### src/vmc_pkg.sv
package vmc_pkg;
  // ==========================================================
  // Register map
  localparam logic [4:0]  VMC_REG_ADDR   = 5'h10;
  localparam logic [15:0] VMC_RESET_VAL  = 16'h0140;
  localparam int          VMC_REPEAT_BIT  = 15;
  localparam int          VMC_IRQPOL_BIT  = 14;
  localparam int          VMC_TXHIZ_BIT   = 12;
  localparam int          VMC_SQEINH_BIT  = 11;
  localparam int          VMC_NATLOOP_BIT = 10;
  localparam int          VMC_APDIS_BIT   = 5;
  localparam int          VMC_RXPOL_BIT   = 4;
  localparam int          VMC_BYPASS_BIT  = 1;
  localparam int          VMC_RXGATE_BIT  = 0;
  localparam logic [3:0]  VMC_RSVD96_VAL = 4'h5;
  localparam logic [1:0]  VMC_RSVD32_VAL = 2'h0;
  // ==========================================================
  // Timing
  localparam int          VMC_CLK_NS     = 100;
  localparam int          VMC_SQE_NS     = 1000;
  localparam logic [3:0]  VMC_SQE_CYCLES =
    4'((VMC_SQE_NS + VMC_CLK_NS - 1) / VMC_CLK_NS);
endpackage : vmc_pkg

`timescale 1ns/1ps
module vmc_autopol (
  // Clock and reset
  input  wire logic mclk,
  input  wire logic rst_b,
  // Control
  input  wire logic detectEnable,
  input  wire logic reversedSeen,
  // Status
  output logic      autoInvert
);
  import vmc_pkg::*;
  logic autoInvert_reg;
  logic autoInvert_next;

  always_comb begin
    autoInvert_next = autoInvert_reg;
    if (detectEnable) begin
      autoInvert_next = reversedSeen;
    end
  end

  always_ff @(posedge mclk) begin
    if (!rst_b) begin
      autoInvert_reg <= 1'b0;
    end else begin
      autoInvert_reg <= autoInvert_next;
    end
  end

  assign autoInvert = autoInvert_reg;
endmodule : vmc_autopol

### src/vmc_mode_control.sv
`timescale 1ns/1ps
module vmc_mode_control (
  // Clock and reset
  input  wire logic       mclk,
  input  wire logic       rst_b,
  // Management register port
  input  wire logic [4:0] regAddr,
  input  wire logic       regWrEn,
  input  wire logic       regRdEn,
  input  wire logic [15:0] regWrData,
  output logic [15:0]     regRdData,
  output logic            regRdValid,
  // PHY operating state
  input  wire logic       mode10m,
  input  wire logic       mode100,
  input  wire logic       loopbackSelect,
  input  wire logic       duplexRequest,
  input  wire logic       rxActive,
  input  wire logic       txActive,
  input  wire logic       txDone,
  input  wire logic       polarityReversed,
  input  wire logic       irqEvent,
  // Transmit line
  input  wire logic       txPosData,
  input  wire logic       txNegData,
  output logic            txPosPin,
  output logic            txPosPinOe,
  output logic            txNegPin,
  output logic            txNegPinOe,
  // Receive path
  input  wire logic [3:0] macTxData,
  input  wire logic       macTxEn,
  input  wire logic [3:0] lineRxData,
  input  wire logic       lineRxDv,
  input  wire logic       lineRxBit,
  output logic [3:0]      rxData,
  output logic            rxDv,
  output logic            rxBitCorrected,
  // Mode outputs
  output logic            fullDuplex,
  output logic            carrierSense,
  output logic            phyIrq,
  output logic            sqePulse,
  output logic            pcsBypass,
  output logic            rxClockEnable
);
  import vmc_pkg::*;

  // ==========================================================
  // Register state
  logic        repeater_reg, repeater_next;
  logic        irqPol_reg, irqPol_next;
  logic        txHiz_reg, txHiz_next;
  logic        sqeInh_reg, sqeInh_next;
  logic        natLoop_reg, natLoop_next;
  logic        apDis_reg, apDis_next;
  logic        rvsForce_reg, rvsForce_next;
  logic        bypass_reg, bypass_next;
  logic        rxGate_reg, rxGate_next;
  logic [15:0] rdData_reg, rdData_next;
  logic        rdValid_reg, rdValid_next;
  logic        autoInvert;
  logic        rxInvert;
  logic [15:0] readView;
  logic        hit;

  vmc_autopol u_autopol (
    .mclk         (mclk),
    .rst_b        (rst_b),
    .detectEnable (mode10m & ~apDis_reg),
    .reversedSeen (polarityReversed),
    .autoInvert   (autoInvert)
  );

  assign rxInvert = apDis_reg ? rvsForce_reg : autoInvert;
  assign hit      = (regAddr == VMC_REG_ADDR);

  always_comb begin
    readView = 16'h0000;
    readView[VMC_REPEAT_BIT]  = repeater_reg;
    readView[VMC_IRQPOL_BIT]  = irqPol_reg;
    readView[VMC_TXHIZ_BIT]   = txHiz_reg;
    readView[VMC_SQEINH_BIT]  = sqeInh_reg;
    readView[VMC_NATLOOP_BIT] = natLoop_reg;
    readView[9:6]             = VMC_RSVD96_VAL;
    readView[VMC_APDIS_BIT]   = apDis_reg;
    readView[VMC_RXPOL_BIT]   = rxInvert;
    readView[3:2]             = VMC_RSVD32_VAL;
    readView[VMC_BYPASS_BIT]  = bypass_reg;
    readView[VMC_RXGATE_BIT]  = rxGate_reg;
  end

  always_comb begin
    repeater_next = repeater_reg;
    irqPol_next   = irqPol_reg;
    txHiz_next    = txHiz_reg;
    sqeInh_next   = sqeInh_reg;
    natLoop_next  = natLoop_reg;
    apDis_next    = apDis_reg;
    rvsForce_next = rvsForce_reg;
    bypass_next   = bypass_reg;
    rxGate_next   = rxGate_reg;
    rdData_next   = rdData_reg;
    rdValid_next  = 1'b0;
    if (regWrEn && hit) begin
      repeater_next = regWrData[VMC_REPEAT_BIT];
      irqPol_next   = regWrData[VMC_IRQPOL_BIT];
      txHiz_next    = regWrData[VMC_TXHIZ_BIT];
      sqeInh_next   = regWrData[VMC_SQEINH_BIT];
      natLoop_next  = regWrData[VMC_NATLOOP_BIT];
      apDis_next    = regWrData[VMC_APDIS_BIT];
      bypass_next   = regWrData[VMC_BYPASS_BIT];
      rxGate_next   = regWrData[VMC_RXGATE_BIT];
      if (apDis_reg) begin
        rvsForce_next = regWrData[VMC_RXPOL_BIT];
      end
    end
    if (regRdEn) begin
      rdValid_next = 1'b1;
      // Unmapped addresses read as zero
      rdData_next  = hit ? readView : 16'h0000;
    end
  end

  always_ff @(posedge mclk) begin
    if (!rst_b) begin
      repeater_reg <= VMC_RESET_VAL[VMC_REPEAT_BIT];
      irqPol_reg   <= VMC_RESET_VAL[VMC_IRQPOL_BIT];
      txHiz_reg    <= VMC_RESET_VAL[VMC_TXHIZ_BIT];
      sqeInh_reg   <= VMC_RESET_VAL[VMC_SQEINH_BIT];
      natLoop_reg  <= VMC_RESET_VAL[VMC_NATLOOP_BIT];
      apDis_reg    <= VMC_RESET_VAL[VMC_APDIS_BIT];
      rvsForce_reg <= VMC_RESET_VAL[VMC_RXPOL_BIT];
      bypass_reg   <= VMC_RESET_VAL[VMC_BYPASS_BIT];
      rxGate_reg   <= VMC_RESET_VAL[VMC_RXGATE_BIT];
      rdData_reg   <= 16'h0000;
      rdValid_reg  <= 1'b0;
    end else begin
      repeater_reg <= repeater_next;
      irqPol_reg   <= irqPol_next;
      txHiz_reg    <= txHiz_next;
      sqeInh_reg   <= sqeInh_next;
      natLoop_reg  <= natLoop_next;
      apDis_reg    <= apDis_next;
      rvsForce_reg <= rvsForce_next;
      bypass_reg   <= bypass_next;
      rxGate_reg   <= rxGate_next;
      rdData_reg   <= rdData_next;
      rdValid_reg  <= rdValid_next;
    end
  end

  assign regRdData  = rdData_reg;
  assign regRdValid = rdValid_reg;

  // ==========================================================
  // SQE test pulse timer
  logic [3:0] sqeCnt_reg, sqeCnt_next;

  always_comb begin
    sqeCnt_next = sqeCnt_reg;
    if (sqeCnt_reg != 4'h0) begin
      sqeCnt_next = sqeCnt_reg - 4'h1;
    end
    if (txDone && mode10m && !sqeInh_reg) begin
      sqeCnt_next = VMC_SQE_CYCLES;
    end
  end

  always_ff @(posedge mclk) begin
    if (!rst_b) begin
      sqeCnt_reg <= 4'h0;
    end else begin
      sqeCnt_reg <= sqeCnt_next;
    end
  end

  // ==========================================================
  // Datapath steering, all outputs registered
  logic [3:0] rxData_reg, rxData_next;
  logic       rxDv_reg, rxDv_next;
  logic       rxBit_reg, rxBit_next;
  logic       txPos_reg, txPos_next;
  logic       txNeg_reg, txNeg_next;
  logic       txOe_reg, txOe_next;
  logic       fdx_reg, fdx_next;
  logic       crs_reg, crs_next;
  logic       irq_reg, irq_next;
  logic       sqe_reg, sqe_next;
  logic       byp_reg, byp_next;
  logic       rxClkEn_reg, rxClkEn_next;

  always_comb begin
    txPos_next = txPosData;
    txNeg_next = txNegData;
    txOe_next  = ~txHiz_reg;
    fdx_next   = duplexRequest & ~repeater_reg;
    crs_next   = repeater_reg ? rxActive : (rxActive | txActive);
    irq_next   = irqPol_reg ? irqEvent : ~irqEvent;
    sqe_next   = (sqeCnt_next != 4'h0);
    byp_next   = bypass_reg & mode100;
    rxClkEn_next = 1'b1;
    if (rxGate_reg && mode100 && !loopbackSelect && !rxActive) begin
      rxClkEn_next = 1'b0;
    end
    if (natLoop_reg && mode10m && macTxEn) begin
      rxData_next = macTxData;
      rxDv_next   = 1'b1;
    end else begin
      rxData_next = lineRxData;
      rxDv_next   = lineRxDv;
    end
    rxBit_next = lineRxBit ^ rxInvert;
  end

  always_ff @(posedge mclk) begin
    if (!rst_b) begin
      rxData_reg  <= 4'h0;
      rxDv_reg    <= 1'b0;
      rxBit_reg   <= 1'b0;
      txPos_reg   <= 1'b0;
      txNeg_reg   <= 1'b0;
      txOe_reg    <= 1'b1;
      fdx_reg     <= 1'b0;
      crs_reg     <= 1'b0;
      irq_reg     <= 1'b1;
      sqe_reg     <= 1'b0;
      byp_reg     <= 1'b0;
      rxClkEn_reg <= 1'b1;
    end else begin
      rxData_reg  <= rxData_next;
      rxDv_reg    <= rxDv_next;
      rxBit_reg   <= rxBit_next;
      txPos_reg   <= txPos_next;
      txNeg_reg   <= txNeg_next;
      txOe_reg    <= txOe_next;
      fdx_reg     <= fdx_next;
      crs_reg     <= crs_next;
      irq_reg     <= irq_next;
      sqe_reg     <= sqe_next;
      byp_reg     <= byp_next;
      rxClkEn_reg <= rxClkEn_next;
    end
  end

  assign rxData         = rxData_reg;
  assign rxDv           = rxDv_reg;
  assign rxBitCorrected = rxBit_reg;
  assign txPosPin       = txPos_reg;
  assign txNegPin       = txNeg_reg;
  assign txPosPinOe     = txOe_reg;
  assign txNegPinOe     = txOe_reg;
  assign fullDuplex     = fdx_reg;
  assign carrierSense   = crs_reg;
  assign phyIrq         = irq_reg;
  assign sqePulse       = sqe_reg;
  assign pcsBypass      = byp_reg;
  assign rxClockEnable  = rxClkEn_reg;
endmodule : vmc_mode_control

### config.mk
export PLATFORM = sky130hd
export DESIGN_NAME = vmc_mode_control
export DESIGN_NICKNAME = d
export VERILOG_FILES = /design/src/vmc_pkg.sv /design/src/vmc_mode_control.sv
export SDC_FILE = /design/constraint.sdc
export NUM_CORES = 1
export LEC_CHECK = 0
export BUFFER_PORTS_ARGS = -buffer_cell sky130_fd_sc_hd__buf_2
export CORE_MARGIN = 2
export CORE_UTILIZATION = 44
export DETAILED_ROUTE_END_ITERATION = 8
export PLACE_DENSITY = 0.8
export SYNTH_ARGS = -nofsm -noshare
export SYNTH_HDL_FRONTEND = slang
export SYNTH_SLANG_ARGS = --single-unit
### constraint.sdc
create_clock -name mclk -period 1.8 [get_ports mclk]
set_input_delay 0.18 -clock mclk [delete_from_list [all_inputs] [get_ports mclk]]
set_output_delay 0.18 -clock mclk [all_outputs]
set_load 0.01 [all_outputs]
==> reports/summary.txt <==
M1 GR Usage: 18.7%
CP Class: reg -> reg
final period utilization: 82.5%
CTS tree: yes
clk root buf: clkbuf_4
port buffer count: 67
Max stage delay cell, worst path: o41a_1
Post-Synthesis Cells: 163
critical path cell sequence: inv_1 -> ha_1 -> nor3b_4 -> a32oi_1 -> o41a_1
drt pass-1 iters: 4
first-pass GRT wire length: 5400 µm
IO Pins: 80
DP HPWL: 2400 µm
max reg flops: 10
core box area: 3390 µm²
number of buffers created by CTS: 5
Hold Buf Count CTS: 0
Largest stage delay, worst path: 0.37 ns
row cnt: 21
Post-Syn Area: 1570 µm²
dpl cells: 267
Worst-Skew Late Latency: 0.35 ns
commonest non-fill, non-tap cell in the layout: buf_2
Max-Cap Viols: 0
Cell variety after synth: 32
minimum clock period: 1.49 ns
area of the multi-input gates: 671 µm²
# setup viols final: 0
post-synthesis sequential area ratio: 50.9%
status: finished clean
Post-synth EDFFs: 0
DR vias: 1303
P per Cell Area: 973 nW/µm²
max_slew headroom: 56.4%
Synth Flop Type: dfxtp_1
initial antenna violation count: 0
P_leak: 0.952 nW
layout cells sized above 1: 34.9%
Flop pwr share: 51.8%
grt ovf: 0
Int Power: 1.38 mW
Slew Viols, Final: 0
Global Route met3 Usage: 4.93%
GR Layer Usage met2: 30.6%
Sink Count: 40
Non-Filler Instances: 275
busiest grt layer: met2
CP endpoint kind: flop
FMAX: 673 MHz
clk_skew: 0.00310 ns
worst vdd ir: 0.000431 V
Clock transition at path regs: 0.11 ns
Area Overhead vs Synth: 24.9%
initial DRC count: 53
most frequent cells in the layout: buf_2, dfxtp_1, nand2_1, nor2_1, mux2i_1
post_cts resized: 0
largest net degree at the start of global routing: 28
clock power share: 24.8%
Pwr Total: 1.91 mW
DR WL/cell: 12.0 µm
Worst Setup Start Kind: flop
Ys Warns: 0
Comb pwr share: 23.4%
Post-CTS Setup Inserts: 0
unrepaired setup endpoints after global routing: false
die height: 63.8 µm
Req. time, crit path: 2.05 ns
Net Sw Frac: 28.0%
nets@finish: 276
via/cell ratio: 4.74
DR DRC count: 0
Max Root-Sink Buffers: 2
NetSw: 0.535 mW
Post-Route WL: 3290 µm
GPL Wtd Cong: 0.695
ANT cells: 0
Worst Hold Class: in -> reg
initial core utilization: 46.4%
vias in the first global route: 1267
syn avg cell area: 9.65 µm²
Register Area: 801 µm²
ANT nets after route: 0
Critical Path AT: 1.73 ns
fillers: 324
critical path buffer and inverter count: 1
final total negative setup slack: 0 ns
CP Max Fanout: 5
GRT Total Usage: 17.4%
Die Width: 63.8 µm
actual slew at the worst max-slew pin: 0.653 ns
Core Util, Final: 58.0%
final hold vios: 0
CTS H-Tree Depth: 2
cell family with most CP delay: compound AO/OA/AOI/OAI gates
die area: 4070 µm²
Yosys reg bits: 40
Post-synth ARST share: 0%
## final timing paths
check	cells after the start	slack, ns	from	end
setup / recovery	5	0.31	sqeCnt_reg[0]	sqePulse
hold / removal	2	0.03	mode100	rxClockEnable
setup reg to reg	5	0.31	sqeCnt_reg[0]	sqePulse
hold reg to reg	1	0.42	txHiz_reg	txNegPinOe
## kinds of logic (layout without fill, tap and decap cells)
family          count (synthesis)  after routing  synth area share (%)
simple gates                   61             61                  19.5
flops                          40             40                  50.9
buf+inv                        22             84                  7.40
compound gates                 19             19                  9.39
mux                            15             15                  9.55
xor+xnor                        4              4                  2.23
fa+ha+maj                       1              1                 0.795
other cells                     1              5                 0.238
## metrics by stage
stage / setup WS, ns / hold slack, ns / cell area, µm²
2_1_floorplan: 0.437 / 0.267 / 1590
3_3_place_gp: 0.359 / 0.386 / 1910
3_5_place_dp: 0.321 / 0.387 / 1910
4_1_cts: 0.310 / 0.0208 / 1960
5_1_grt: 0.245 / 0.0264 / 1960
6_report: 0.314 / 0.0264 / 1960
## power groups by stage
| stage | clock (mW) | sequential (mW) | combinational (mW) |
|---|---|---|---|
| final | 0.474 | 0.991 | 0.447 |
| after floorplan | 0 | 1.02 | 0.330 |
| after CTS | 0.488 | 0.991 | 0.452 |
| after global placement | 0 | 1.01 | 0.438 |
| after global routing | 0.530 | 0.998 | 0.494 |
| after detailed placement | 0 | 1.01 | 0.452 |
## layer usage
metal	wire length (µm)	up-vias	share of wire, %
li1	-	673	-
met1	1440	572	44
met2	1550	52	47
met3	236	6	7.2
met4	68	0	2.1
met5	0	-	0
## cell usage after synthesis (all sizes together), types with 2 or more instances
cell	n	share of area, %
mux2i	15	9.5
clkbuf	4	0.95
and2	2	0.80
inv	7	1.7
nand2	23	5.5
and3	3	1.2
xnor2	2	1.1
a21oi	5	1.6
a32oi	9	5.0
xor2	2	1.1
nor3b	3	3.2
nor2	20	4.8
dfxtp	40	51
nand3	2	0.64
buf	11	4.8
## cell type report
cell class | count | area share, %
clock buffers | 8 | 2.99
multi-input cells | 105 | 34.1
flip-flops and latches | 40 | 40.8
well taps | 46 | 2.93
inverters | 7 | 1.34
repair buffers | 69 | 17.8
(Power assumes the default switching activity.)
